--- src/verilog/pickup_pkg.sv ---
// pickup_pkg: constants, register map and carrier types of the pick-up/delay stage.
// assumes a 40 MHz pclk and a 32-bit APB register port.
package pickup_pkg;

    // ************************************************************
    // clock and program cycle timing
    // ************************************************************
    localparam int unsigned CLK_HZ            = 40_000_000;
    localparam int unsigned PROG_CYCLE_US     = 1000;
    localparam int unsigned PROG_CYCLE_CLKS   = (CLK_HZ / 1_000_000) * PROG_CYCLE_US;
    localparam int unsigned DELAY_STEP_MS     = 5;
    localparam int unsigned CYCLES_PER_STEP   = (DELAY_STEP_MS * 1000) / PROG_CYCLE_US;
    localparam int unsigned INHIBIT_LEAD_MS   = 5;
    localparam int unsigned RESET_RATIO_PCT   = 97;
    localparam int unsigned FULL_PCT          = 100;

    // ************************************************************
    // register map (byte offsets)
    // ************************************************************
    localparam logic [7:0] OFS_CTRL       = 8'h00;
    localparam logic [7:0] OFS_PICKUP     = 8'h04;
    localparam logic [7:0] OFS_FIXED_DLY  = 8'h08;
    localparam logic [7:0] OFS_INV_TARGET = 8'h0C;
    localparam logic [7:0] OFS_INV_GAIN   = 8'h10;
    localparam logic [7:0] OFS_STATUS     = 8'h14;
    localparam logic [7:0] OFS_EVENT      = 8'h18;

    localparam int unsigned CTRL_INV_POS   = 0;
    localparam int unsigned CTRL_IEEE_POS  = 1;
    localparam int unsigned CTRL_PARAM_POS = 2;

    localparam logic [15:0] RST_PICKUP     = 16'h0100;
    localparam logic [18:0] RST_FIXED_DLY  = 19'h00008;
    localparam logic [31:0] RST_INV_TARGET = 32'h0001_0000;
    localparam logic [7:0]  RST_INV_GAIN   = 8'h10;

    // ************************************************************
    // carrier types
    // ************************************************************
    typedef enum logic [1:0] {
        ST_IDLE    = 2'b00,
        ST_START   = 2'b01,
        ST_TRIP    = 2'b10,
        ST_BLOCKED = 2'b11
    } stage_state_t;

    typedef struct packed {
        logic        inverse;
        logic        ieee;
        logic        param;
        logic [15:0] pickup;
        logic [18:0] fixed_dly;
        logic [31:0] inv_target;
        logic [7:0]  inv_gain;
    } cfg_t;

    typedef struct packed {
        logic [1:0]  fault_type;
        logic [15:0] magnitude;
    } meas_t;

    typedef struct packed {
        cfg_t         cfg;
        logic [15:0]  tick_cnt;
        logic         pick;
        logic         blk;
        stage_state_t st;
        logic [23:0]  elapsed;
        logic [31:0]  acc;
        meas_t        start_meas;
        meas_t        evt;
        logic         evt_valid;
        logic [31:0]  prdata;
    } core_state_t;

    typedef struct packed {
        logic s1;
        logic s2;
        logic s3;
        logic level;
    } sync_state_t;

endpackage

--- src/verilog/pickup_stage.sv ---
// pickup_stage: pick-up comparator, inhibit gating and operate delay of one stage.
// assumes an APB master on pclk, a measurement sample held stable by the front end,
// and an asynchronous inhibit level from the routing matrix.
//
// Contract
// RL1: compare measured magnitude against pick-up level; assert pick-up when reached.
// RL2: release pick-up below 97 percent of the set level, not the measurement.
// RL3: sample inhibit input at the start of every program cycle before evaluation.
// RL4: pick-up without inhibit asserts start and begins operate delay evaluation.
// RL5: pick-up with inhibit asserts blocked indication and stops further processing.
// RL6: inhibit during start clears start and releases as on pick-up reset.
// RL7: inhibition logs a time-stamped event with start magnitude and fault type; the logged event holds no time stamp.
// RL8: inhibit source presents inhibit at least 5 ms before delay expiry.
// RL9: instant mode asserts trip together with start, no added delay.
// RL10: fixed delay mode trips after set delay while pick-up stays active.
// RL11: inverse delay mode trips after delay derived from magnitude over pick-up.
// RL12: inverse delay mode never trips before fixed delay; zero disables floor.
// RL13: inverse curves of both families plus a user-parameterised curve.
// RL14: delay type selector chooses fixed or inverse, default fixed.
// RL15: fixed delay set in 5 ms steps, default 40 ms.
// RL16: fixed delay zero operates instantly; nonzero gives delayed operation.
// RL17: curve family selector, default first family, used only in inverse mode.
// RL18: pick-up release before trip clears accumulator and deasserts start.
//
// Local design decisions: the register addresses and the APB interface to the registers.
`timescale 1ns/1ps
module pickup_stage
    import pickup_pkg::*;
#(
    parameter int unsigned PROG_CYCLE_CLKS_P = PROG_CYCLE_CLKS
)
(
    input  wire logic        pclk,
    input  wire logic        presetn,
    input  wire logic        psel,
    input  wire logic        penable,
    input  wire logic        pwrite,
    input  wire logic [7:0]  paddr,
    input  wire logic [31:0] pwdata,
    output logic [31:0]      prdata,
    output logic             pready,
    output logic             pslverr,
    input  meas_t            meas,
    input  wire logic        inhibit_pin,
    output logic             pickup,
    output logic             start,
    output logic             trip,
    output logic             blocked,
    output logic             evt_valid,
    output meas_t            evt
);

    // ************************************************************
    // helpers
    // ************************************************************
    function automatic logic [15:0] release_level(input logic [15:0] set_level);
        logic [23:0] prod;
        prod = 24'(set_level) * 24'(RESET_RATIO_PCT);
        return 16'(prod / 24'(FULL_PCT));
    endfunction

    function automatic logic [31:0] read_mux(input core_state_t c, input logic [7:0] a);
        logic [31:0] d;
        d = 32'h0000_0000;
        unique case (a)
            OFS_CTRL:       d = 32'({c.cfg.param, c.cfg.ieee, c.cfg.inverse});
            OFS_PICKUP:     d = 32'(c.cfg.pickup);
            OFS_FIXED_DLY:  d = 32'(c.cfg.fixed_dly);
            OFS_INV_TARGET: d = c.cfg.inv_target;
            OFS_INV_GAIN:   d = 32'(c.cfg.inv_gain);
            OFS_STATUS:     d = 32'({c.st, c.blk, c.pick});
            OFS_EVENT:      d = 32'(c.evt);
            default:        d = 32'h0000_0000;
        endcase
        return d;
    endfunction

    function automatic logic mapped(input logic [7:0] a);
        return (a == OFS_CTRL) || (a == OFS_PICKUP) || (a == OFS_FIXED_DLY) ||
               (a == OFS_INV_TARGET) || (a == OFS_INV_GAIN) || (a == OFS_STATUS) ||
               (a == OFS_EVENT);
    endfunction

    // ************************************************************
    // state and support signals
    // ************************************************************
    core_state_t  s;
    core_state_t  next_s;
    logic         inhibit_level;
    logic [31:0]  inc;
    logic         tick;
    logic         pick_now;
    logic [23:0]  dly_cycles;
    logic [23:0]  e1;
    logic [31:0]  a1;
    logic         due;
    logic         wr_en;

    inhibit_sync u_sync (
        .pclk    (pclk),
        .presetn (presetn),
        .pin     (inhibit_pin),
        .level   (inhibit_level)
    );

    inverse_rate u_rate (
        .cfg       (s.cfg),
        .magnitude (meas.magnitude),
        .inc       (inc)
    ); // [RL11] [RL13]

    assign tick       = (s.tick_cnt == 16'(PROG_CYCLE_CLKS_P - 1));
    assign dly_cycles = 24'(s.cfg.fixed_dly) * 24'(CYCLES_PER_STEP); // [RL15]
    assign e1         = s.elapsed + 24'h000001;
    assign a1         = s.acc + inc;
    assign wr_en      = psel && penable && pwrite;

    // hysteresis is held against the set level so noise on the sample cannot chatter
    always_comb begin
        if (s.pick) begin
            pick_now = (meas.magnitude >= release_level(s.cfg.pickup)); // [RL2]
        end else begin
            pick_now = (meas.magnitude >= s.cfg.pickup); // [RL1]
        end
    end

    // fixed mode trips on the exact delay; inverse mode also waits for the floor
    always_comb begin
        if (s.cfg.inverse) begin
            due = (a1 >= s.cfg.inv_target) && (e1 >= dly_cycles); // [RL11] [RL12] [RL17]
        end else begin
            due = (e1 >= dly_cycles); // [RL10] [RL16]
        end
    end

    // ************************************************************
    // next state
    // ************************************************************
    always_comb begin
        next_s           = s;
        next_s.evt_valid = 1'b0;
        next_s.tick_cnt  = tick ? 16'h0000 : s.tick_cnt + 16'h0001;

        // register port: read data is prepared in the setup phase
        if (psel && !penable) begin
            next_s.prdata = read_mux(s, paddr);
        end
        if (wr_en) begin
            unique case (paddr)
                OFS_CTRL: begin
                    next_s.cfg.inverse = pwdata[CTRL_INV_POS]; // [RL14]
                    next_s.cfg.ieee    = pwdata[CTRL_IEEE_POS];
                    next_s.cfg.param   = pwdata[CTRL_PARAM_POS];
                end
                OFS_PICKUP:     next_s.cfg.pickup     = pwdata[15:0];
                OFS_FIXED_DLY:  next_s.cfg.fixed_dly  = pwdata[18:0];
                OFS_INV_TARGET: next_s.cfg.inv_target = pwdata;
                OFS_INV_GAIN:   next_s.cfg.inv_gain   = pwdata[7:0];
                default: begin
                end
            endcase
        end

        // stage evaluation once per program cycle
        if (tick) begin
            next_s.blk  = inhibit_level; // [RL3]
            next_s.pick = pick_now;
            unique case (s.st)
                ST_IDLE: begin
                    if (pick_now && inhibit_level) begin
                        next_s.st        = ST_BLOCKED; // [RL5]
                        next_s.evt       = meas; // [RL7]
                        next_s.evt_valid = 1'b1;
                    end else if (pick_now) begin
                        next_s.start_meas = meas;
                        next_s.elapsed    = 24'h000000;
                        next_s.acc        = 32'h0000_0000;
                        if (!s.cfg.inverse && dly_cycles == 24'h000000) begin
                            next_s.st = ST_TRIP; // [RL9] [RL16]
                        end else begin
                            next_s.st = ST_START; // [RL4]
                        end
                    end
                end
                ST_START: begin
                    if (!pick_now) begin
                        next_s.st      = ST_IDLE; // [RL18]
                        next_s.elapsed = 24'h000000;
                        next_s.acc     = 32'h0000_0000;
                    end else if (inhibit_level) begin
                        // inhibit arriving after start still logs the start-up sample
                        next_s.st        = ST_BLOCKED; // [RL6]
                        next_s.evt       = s.start_meas; // [RL7]
                        next_s.evt_valid = 1'b1;
                        next_s.elapsed   = 24'h000000;
                        next_s.acc       = 32'h0000_0000;
                    end else begin
                        next_s.elapsed = e1;
                        next_s.acc     = s.cfg.inverse ? a1 : 32'h0000_0000;
                        if (due) begin
                            next_s.st = ST_TRIP;
                        end
                    end
                end
                ST_TRIP: begin
                    if (!pick_now) begin
                        next_s.st      = ST_IDLE;
                        next_s.elapsed = 24'h000000;
                        next_s.acc     = 32'h0000_0000;
                    end
                end
                ST_BLOCKED: begin
                    // blocked stays until pick-up drops; no delay runs meanwhile
                    if (!pick_now) begin
                        next_s.st = ST_IDLE;
                    end
                end
            endcase
        end
    end

    always_ff @(posedge pclk or negedge presetn) begin
        if (!presetn) begin
            s                <= '0;
            s.st             <= ST_IDLE;
            s.cfg.pickup     <= RST_PICKUP;
            s.cfg.fixed_dly  <= RST_FIXED_DLY;
            s.cfg.inv_target <= RST_INV_TARGET;
            s.cfg.inv_gain   <= RST_INV_GAIN;
        end else begin
            s <= next_s;
        end
    end

    // ************************************************************
    // outputs
    // ************************************************************
    assign prdata    = s.prdata;
    assign pready    = 1'b1;
    assign pslverr   = psel && penable && !mapped(paddr);
    assign pickup    = s.pick;
    assign start     = (s.st == ST_START) || (s.st == ST_TRIP);
    assign trip      = (s.st == ST_TRIP);
    assign blocked   = (s.st == ST_BLOCKED);
    assign evt_valid = s.evt_valid;
    assign evt       = s.evt;
endmodule

--- src/verilog/inhibit_sync.sv ---
// inhibit_sync: brings the external inhibit level into the pclk domain.
// assumes the inhibit pin is asynchronous to pclk.
`timescale 1ns/1ps
module inhibit_sync
    import pickup_pkg::*;
(
    input  wire logic pclk,
    input  wire logic presetn,
    input  wire logic pin,
    output logic      level
);

    sync_state_t s;
    sync_state_t next_s;

    // a change is accepted only once the second and third stage agree
    always_comb begin
        next_s       = s;
        next_s.s1    = pin;
        next_s.s2    = s.s1;
        next_s.s3    = s.s2;
        if (s.s2 == s.s3) begin
            next_s.level = s.s3;
        end
    end

    always_ff @(posedge pclk or negedge presetn) begin
        if (!presetn) begin
            s <= '0;
        end else begin
            s <= next_s;
        end
    end

    assign level = s.level;

endmodule

--- src/verilog/inverse_rate.sv ---
// inverse_rate: per program cycle increment of the inverse-time accumulator.
// assumes magnitude and pick-up level share one scale.
`timescale 1ns/1ps
module inverse_rate
    import pickup_pkg::*;
(
    input  cfg_t             cfg,
    input  wire logic [15:0] magnitude,
    output logic [31:0]      inc
);

    logic [16:0] excess;
    logic [24:0] scaled;

    // larger overshoot gives a faster rise, so the trip time falls as the ratio grows
    always_comb begin
        excess = (magnitude > cfg.pickup) ? {1'b0, magnitude - cfg.pickup} : 17'h00000;
        scaled = 25'(excess) * 25'(cfg.inv_gain);
        if (cfg.param) begin
            inc = 32'(scaled[24:4]);
        end else if (cfg.ieee) begin
            inc = 32'(excess) + 32'(excess[16:2]);
        end else begin
            inc = 32'(excess);
        end
    end

endmodule

--- config.mk ---
export PLATFORM = sky130hd
export DESIGN_NAME = pickup_stage
export DESIGN_NICKNAME = d
export VERILOG_FILES = /design/src/verilog/pickup_pkg.sv /design/src/verilog/pickup_stage.sv /design/src/verilog/inhibit_sync.sv /design/src/verilog/inverse_rate.sv
export SDC_FILE = /design/constraint.sdc
export NUM_CORES = 1
export LEC_CHECK = 0
export BUFFER_PORTS_ARGS = -buffer_cell sky130_fd_sc_hd__buf_2
export CORE_UTILIZATION = 30
export CTS_BUF_LIST = sky130_fd_sc_hd__clkbuf_2
export DETAILED_ROUTE_END_ITERATION = 12
export PLACE_DENSITY = 0.57
export SYNTH_ARGS = -nofsm -noshare
export SYNTH_HDL_FRONTEND = slang
export SYNTH_SLANG_ARGS = --single-unit
--- constraint.sdc ---
create_clock -name pclk -period 27.7 [get_ports pclk]
set_clock_uncertainty 0.2 [all_clocks]
set_input_delay 4.155 -clock pclk [delete_from_list [all_inputs] [get_ports pclk]]
set_output_delay 4.155 -clock pclk [all_outputs]
set_load 0.01 [all_outputs]
; Word level (Yosys, flattened, before mapping)
; Cells that the tools add are included.
[totals]
regBits = 227
out_inout_bits = 57
input_bits = 64
wordCells = 113
[classes]
n_mux = 24
eq_ne = 20
magnitude_cmp = 5
n_reduce_logical = 31
bitwise_logic = 1
multipliers = 3
div = 1
n_addsub = 5
[ops]
columns = operator, count
row1 = $pmux 32 s7, 1
row2 = $mux 58, 3
row3 = $pmux 56 s3, 1
row4 = $mux 32, 3
row5 = $mux 76, 1
row6 = $mux 74, 1
row7 = $mux 19, 3
row8 = $pmux 19 s2, 1
row9 = $add 32x32->32, 1
row10 = $ge 16x16->1, 2
row11 = $ge 32x32->1, 1
row12 = $mux 16, 2
row13 = $mul 17x8->25, 1
row14 = $add 24x1->24 const B, 1
row15 = $div 23x7->24 const B, 1
row16 = $eq 8x5->1 const B, 3
row17 = $ge 24x22->1, 1
row18 = $logic_not 24->1, 1
row19 = $mul 16x7->23 const B, 1
row20 = $mul 19x3->22 const B, 1
row21 = $add 17x15->18, 1
row22 = $add 16x1->16 const B, 1
row23 = $eq 16x16->1 const B, 1
row24 = $eq 8x4->1 const B, 2
row25 = other kinds (24), 55

; Longest topological paths before layout
; Gate-level depths: netlist of run 1.
[logic_depth]
word_depth = 13
ltp_mapped = 119
depth_no_buf = 105

; By module
; From an unflattened synthesis of run 1, not the netlist that was laid out.
[hier_totals]
hier_cells = 3816
hier_area_um2 = 31764.2
[modules_own_cells]
columns = module, seq_area_each_um2, area_each_um2, cells_each, n_inst
row1 = pickup_stage, 5585.4, 25555.8, 3040, 1
row2 = inverse_rate, 0.0, 6097.1, 771, 1
row3 = inhibit_sync, 100.1, 111.4, 5, 1

; Least setup slack after synthesis of run 1
; No wires, ideal clock.
[synth_path]
kind = reg-to-reg
from = register s[207] (netlist name)
to = register s[83] (netlist bit)
setup_time_ps = 66
n_path_buf = 9
stages_incl_launch_ff = 103
required_time_ps = 27434
t_arrival_ps = 23308
synth_period_minus_slack_ps = 23574
setup_slack_ps = 4126
cell_sequence = dfrtp_1 clkbuf_1 inv_1 ha_1 ha_1 ha_1 fa_1 ha_1 and3_1 a211oi_4 o22ai_1 a221oi_2 xor2_2 o211ai_1 nor4_1 xnor2_1 or4b_2 mux2_2 (+67 left out) nand2b_1 a21oi_1 nor2b_1 o21ai_0 nand2b_1 a21oi_1 nor2b_1 o21ai_0 nand2b_1 a21oi_1 a21oi_1 a2111o_1 or4_1 inv_1 and2_1 clkbuf_1 buf_1 a22o_1
[synth_via]
elab_chain_len = 10
elab_cells_between_ends = 22
classes_between = 3 x add/sub / 2 x mul / 1 x div / 3 x order compare / 3 x eq/ne / 8 x mux / 2 x reduce/logical
[synth_rtl]
columns = item, line
row1 = "parallel branches: the longest is 10 deep, another holds $div 23x7->24", --
row2 = "end signal, assigned", pickup_stage.sv:231  ; s <= next_s;
row3 = "end, declared", pickup_stage.sv:87  ; core_state_t s;
; Parallel ways; which one is timed is not known.
; A chain may end at the register's enable or synchronous reset.

; Final worst setup path of run 1
[layout_path]
from = register s[207] (netlist name)
to = register s[95] (netlist bit)
[layout_via]
elab_chain_len = 10
elab_cells_between_ends = 22
classes_between = 3 x add/sub / 2 x mul / 1 x div / 3 x order compare / 3 x eq/ne / 8 x mux / 2 x reduce/logical
[layout_rtl]
columns = item
row1 = "parallel branches: the longest is 10 deep, another holds $div 23x7->24"
; Parallel ways; which one is timed is not known.

==> results of run 1 <==
## final timing paths
| kind | depth (start not counted) | from | to |
|---|---|---|---|
| worst min register to register | 0 | u_sync.next_s[2] | u_sync.next_s[1] |
| worst max register to register | 102 | s[207] | s[95] |
| max in group asynchronous | 2 | presetn | s[210] |
| worst min-delay path | 0 | u_sync.next_s[2] | u_sync.next_s[1] |
| worst max-delay path | 102 | s[207] | s[95] |
| min in group asynchronous | 1 | presetn | s[107] |
## metrics by stage
step | utilization (%) | cells
final | 33.29 | 4988
after detailed placement | 32.38 | 4874
after global placement | 32.38 | 4874
after floorplan | - | 3596
after CTS | 32.89 | 4972
after global routing | 33.28 | 4986
## logic make-up after synthesis
kind of cell / synth area share (%)
AOI/OAI and AO/OA: 22.93
xor gates and xnor gates: 7.771
adders and majority gates: 18.36
buffers and inverters: 6.835
DFF: 19.17
muxes: 5.384
other: 0.01265
and+or+nand+nor: 19.54
## layout by cell type (no fill, tap or decap), drive strengths merged, types with 68 or more instances in the layout
| cell type | count |
|---|---|
| a21oi | 208 |
| buf | 220 |
| nor2 | 206 |
| mux2 | 94 |
| fa | 96 |
| and3 | 94 |
| ha | 280 |
| nor3 | 68 |
| xnor2 | 175 |
| dfrtp | 223 |
| nand2 | 348 |
| clkbuf | 80 |
| inv | 264 |
| o21ai | 234 |
| nand3 | 116 |
| xor2 | 80 |
## worst max-delay path, delay by kind of cell (launching register included)
kind | cells | cell delay, ps
compound gates | 44 | 11020
xor+xnor | 4 | 1030
fa+ha+maj | 6 | 2010
buf+inv | 13 | 2110
flops | 1 | 420
mux | 2 | 730
simple gates | 33 | 8670
## timing repair
action | in CTS | in global routing
resized for setup | 0 | 60
buffers inserted | 0 | 13
endpoints found under the setup margin | 0 | 95
endpoints found under the hold margin | 0 | 0
## flip-flops by register name (all words and copies together), names as in the netlist
name and count:
s 171, u_sync.s 1, u_sync.level 1, u_sync.next_s 2, evt 18, prdata 32, pickup 1, evt_valid 1
## layer usage
layer  vias to the layer above  track usage (%)
li1                      13120                -
met1                     13220            26.80
met2                       976            30.63
met3                       141            2.786
met4                         4            4.032
met5                         -                0
## final cells by class
| type | count | area share, % |
|---|---|---|
| clock buffers | 80 | 1.236 |
| diodes | 3 | 0.02318 |
| repair buffers | 220 | 4.223 |
| clock inverters | 18 | 0.3168 |
| multi-input cells | 2900 | 68.64 |
| flip-flops and latches | 227 | 17.56 |
| inverters | 264 | 3.072 |
| well taps | 1276 | 4.930 |
==> run_results.csv, run 1 <==
group,metric,value,unit
finish,multi_input_area,0.02223,mm2
global_route,grt_pass1_vias,26360,
yosys,ys_seq_area_share,19.17,%
critical_path,worstPathRequired,28340,ps
yosys,ys.flop_type,"dfrtp_1",
drt,wl,97570,um
cts,ctsHoldBuffers,0,
cts,cts_max_level,2,
critical_path,cp_max_fo,29,
finish,seq_area,0.005687,mm2
sta,hold_ws,161.5,ps
sta,clock.fmax,0.03812,GHz
critical_path,endpoint_kind,"register",
yosys,synthTopCellsByArea,"dfrtp_1 (19%), ha_1 (12%), fa_1 (6.5%)",
cts,cts_max_path_buffers,3,
yosys,yosysMostFrequentCell,"nand2_1",
yosys,synth_area,0.02966,mm2
drt,wl_met3,6637,um
drt,first_pass_iters,6,
cts,clock-sinks,227,
yosys,yosysTopAreaCell,"dfrtp_1",
yosys,ys_warn_count,0,
global_route,track_usage,19.02,%
critical_path,r2r_setup_slack,1470,ps
worst_hold_path,hold_path_class,"reg2reg",
placement,port_buffers,119,
yosys,postSynth.asyncResetShare,100.0,%
sta,finalHoldViolCount,0,
drt,met1Wirelength,45230,um
die,start_util,30.49,%
sta,slew_headroom,22.87,%
finish,nNetsFinal,4111,
drt,via_per_inst,5.504,
sta,setup_violations,0,
placement,placed_area,0.03150,mm2
sta,fin_crit_sh,94.69,%
drt,routed-via-count,27450,
yosys,synthCells,3596,
drt,drt-wirelength-per-cell,19.56,um
cts,cts_tree,"yes",
finish,area_growth_syn_to_layout,9.193,%
cts,root_buffer,"clkbuf_2",
cts,cts_buffers,58,
drt,routed-wl-met2,43820,um
die,die_y,316.4,um
drt,remaining_drc_errors,0,
critical_path,cpPeakStageDelay,600,ps
die,die_w,316.4,um
sta,setup_tns,0,ps
job,maxCapViolCount,0,
yosys,synth_cell_types,131,
critical_path,timing_worst_setup_path_type,"reg2reg",
die,design.portCount,121,
yosys,ys_ff_latch,227,
sta,worstMarginPinSlew,1154,ps
sta,slew_violations,0,
placement,gp_congestion,0.9484,
sta,fin_crit,26230,ps
die,fp-row-count,114,
die,die-area,0.1001,mm2
drt,detail-route-antenna-nets,0,
critical_path,cp-start-kind,"register",
critical_path,arrival,26870,ps
finish,final_area,0.03238,mm2
drt,top_layer_used,"met5",
run_status,outcome,"completed",
critical_path,critPathMostFrequentCell,"a21oi_1",
global_route,grt_pass1_wl,151600,um
global_route,overflow,0,
placement,hpwl,77580,um
cts,clk_latency,980,ps
global_route,grt_max_degree,101,
finish,fillCellCount,10380,
critical_path,cp_slowest_cell,"or4b_1",
finish,post_route_cells_drive_above_1_share,15.15,%
yosys,synth_edf_count,0,
global_route,antenna_found_initial,7,
cts,clk_pin_slew,100,ps
drt,drtIter0Drc,2237,
yosys,ys_top_cells_by_count,"nand2_1 (347), ha_1 (280), inv_1 (251)",
yosys,syn_nets,4036,
placement,pre_cts_ws,427.2,ps
yosys,synth.top_cell.area_share,18.82,%
yosys,syn-mean-instance-area,8.247,um2
die,core,0.09728,mm2
sta,setup_slack,1470,ps
Power of run 1 is left out: the tool's default activity adds up to more than one toggle a clock period on the data nets, which glitch-free logic cannot reach.
==> run 2: changes to the inputs <==
--- a/config.mk
+++ b/config.mk
@@ -12,4 +12,5 @@
 export PLACE_DENSITY = 0.57
 export SYNTH_ARGS = -nofsm -noshare
 export SYNTH_HDL_FRONTEND = slang
+export SYNTH_HIERARCHICAL = 1
 export SYNTH_SLANG_ARGS = --single-unit
==> run_results.csv, run 2 <==
group,metric,value,unit
job,maxCapViolCount,0,
cts,cts_buffers,56,
finish,area_growth_syn_to_layout,7.429,%
power,power_switching,1.183,mW
yosys,postSynth.asyncResetShare,100.0,%
global_route,met3_usage,2.895,%
critical_path,timing_worst_setup_path_type,"reg2reg",
cts,cts_max_level,2,
critical_path,r2r_start,"s[212]",
yosys,ys_ff_latch,227,
die,die_w,327.4,um
cts,cts_tree,"yes",
global_route,antenna_found_initial,16,
worst_hold_path,hold_path_class,"reg2reg",
die,die-area,0.1072,mm2
sta,slew_violations,0,
critical_path,crit_path_start,"s[212]",
global_route,grt_pass1_vias,27910,
die,start_util,30.47,%
cts,clock-sinks,227,
power,seq_power_share,15.6,%
global_route,grt_busiest_layer,"met2",
yosys,synth_cell_types,140,
global_route,grt_max_degree,109,
sta,clock.fmax,0.03832,GHz
power,switching_share,54.70,%
power,comb_power_share,73.4,%
cts,root_buffer,"clkbuf_2",
yosys,ys_warn_count,6,
global_route,overflow,0,
critical_path,crit_buf_inv,15,
yosys,synth.top_cell.area_share,17.57,%
die,die_y,327.4,um
placement,port_buffers,119,
global_route,grt_util_met1,25.01,%
sta,worstMarginPinSlew,1139,ps
critical_path,critPathMostFrequentCell,"a21oi_1",
critical_path,worstPathRequired,28250,ps
die,fp-row-count,118,
finish,post-route-util,32.74,%
finish,max_flop_register,"s",
sta,slew_headroom,23.76,%
power,power_frac_clock,11.0,%
placement,gp_congestion,0.9306,
sta,fin_crit_sh,94.22,%
drt,via_per_inst,5.501,
sta,fin_crit,26100,ps
critical_path,arrival,26650,ps
power,ir_worst_vdd,74.73,uV
cts,clk_pin_slew,100,ps
cts,cts_max_path_buffers,3,
drt,routed-via-count,29030,
drt,wl,100200,um
drt,remaining_drc_errors,0,
yosys,ys_top_cells_by_count,"ha_1 (302), inv_1 (273), nand2_1 (273)",
yosys,yosysTopAreaCell,"dfrtp_1",
die,core,0.1042,mm2
yosys,syn-mean-instance-area,8.324,um2
finish,final_cell_mix,"ha_1 (302), inv_1 (273), nand2_1 (270)",
power,powerDensity,63.40,mW/mm2
sta,hold_ws,161.4,ps
critical_path,endpoint_kind,"register",
drt,drtIter0Drc,2107,
power,leakagePower,15.54,nW
finish,largest_register_ff_count,171,
finish,mostFrequentLayoutCell,"ha_1",
yosys,yosysMostFrequentCell,"ha_1",
global_route,gr-usage-met2,29.22,%
drt,drt-wirelength-per-cell,19.00,um
finish,post_route_cells_drive_above_1_share,14.27,%
sta,setup_violations,0,
cts,ctsHoldBuffers,0,
sta,setup_tns,0,ps
yosys,synth_edf_count,0,
finish,nNetsFinal,4308,
critical_path,cp-start-kind,"register",
critical_path,cp_max_fo,32,
die,design.portCount,121,
global_route,grt_pass1_wl,158200,um
global_route,track_usage,18.18,%
yosys,ys.flop_type,"dfrtp_1",
yosys,synthCells,3816,
critical_path,cp_slowest_cell,"or4_4",
yosys,synthTopCellsByArea,"dfrtp_1 (18%), ha_1 (12%), fa_1 (6.1%)",
critical_path,crit_family,"compound AO/OA/AOI/OAI gates",
sta,rsz0062_at_grt,"false",
placement,hpwl,79120,um
yosys,ys_seq_area_share,17.90,%
critical_path,cpPeakStageDelay,670,ps
yosys,synth_area,0.03176,mm2
worst_hold_path,worstHoldStart,"u_sync/next_s[2]",
run_status,outcome,"completed",
sta,finalHoldViolCount,0,
power,p_int,0.9800,mW
cts,clk_latency,930,ps
drt,detail-route-antenna-nets,0,
drt,first_pass_iters,6,
-- run 2: final cells by class --
cell class / instances / area (um2)
timing repair buffer: 160 / 925.9
sequential: 227 / 5687
tap: 1380 / 1727
inverter: 284 / 1075
clock buffer: 86 / 430.4
fill: 11200 / 70110
multi-input combinational: 3117 / 24170
antenna: 6 / 15.01
clock inverter: 16 / 91.34
-- run 2: worst paths after layout --
kind	slack [ps]	end	depth (start not counted)
setup reg to reg	1600	s[86]	103
hold reg to reg	160	u_sync/next_s[1]	0
setup / recovery	1600	s[86]	103
hold / removal	160	u_sync/next_s[1]	0
max in group asynchronous	22670	s[80]	2
min in group asynchronous	3080	s[130]	1
-- run 2: stage by stage --
step           area [um2]  std cells  worst slack, ps  power [mW]
6_report            34120       5276             1601       2.163
5_1_grt             34120       5275            21.18       2.320
4_1_cts             33850       5268            610.2       2.121
3_5_place_dp        33330       5166            654.5       1.871
3_3_place_gp        33330       5166            811.0       1.894
2_1_floorplan       31810       3827             5697       1.510
-- run 2: power by group through the flow --
| stage | combinational, mW | clock (mW) | sequential, mW |
|---|---|---|---|
| 3_3_place_gp | 1.55 | 0 | 0.344 |
| 4_1_cts | 1.54 | 0.247 | 0.337 |
| 6_report | 1.59 | 0.238 | 0.337 |
| 2_1_floorplan | 1.17 | 0 | 0.342 |
| 3_5_place_dp | 1.53 | 0 | 0.344 |
| 5_1_grt | 1.72 | 0.265 | 0.338 |
-- run 2: logic make-up (layout without fill, tap and decap cells) --
kind of cell	count (synthesis)	in the layout	share of synthesized area, %
simple gates	1184	1184	19.49
compound gates	1098	1098	24.52
buf+inv	483	546	6.964
fa+ha+maj	400	400	18.01
xor+xnor	251	251	7.130
flops	227	227	17.90
mux	171	171	5.960
other cells	2	19	0.02364
-- run 2: timing repair --
item / in CTS / in global routing
setup endpoints to repair: 0 / 96
resized for setup: 0 / 41
buffers inserted: 0 / 2
hold endpoints to repair: 0 / 0
-- run 2: layer usage --
| metal | wire, um | vias to the layer above |
|---|---|---|
| li1 | - | 13900 |
| met1 | 45870 | 14060 |
| met2 | 45530 | 894 |
| met3 | 5987 | 156 |
| met4 | 2717 | 16 |
| met5 | 108 | - |
No activity file was read; power rests on OpenSTA's default activity.
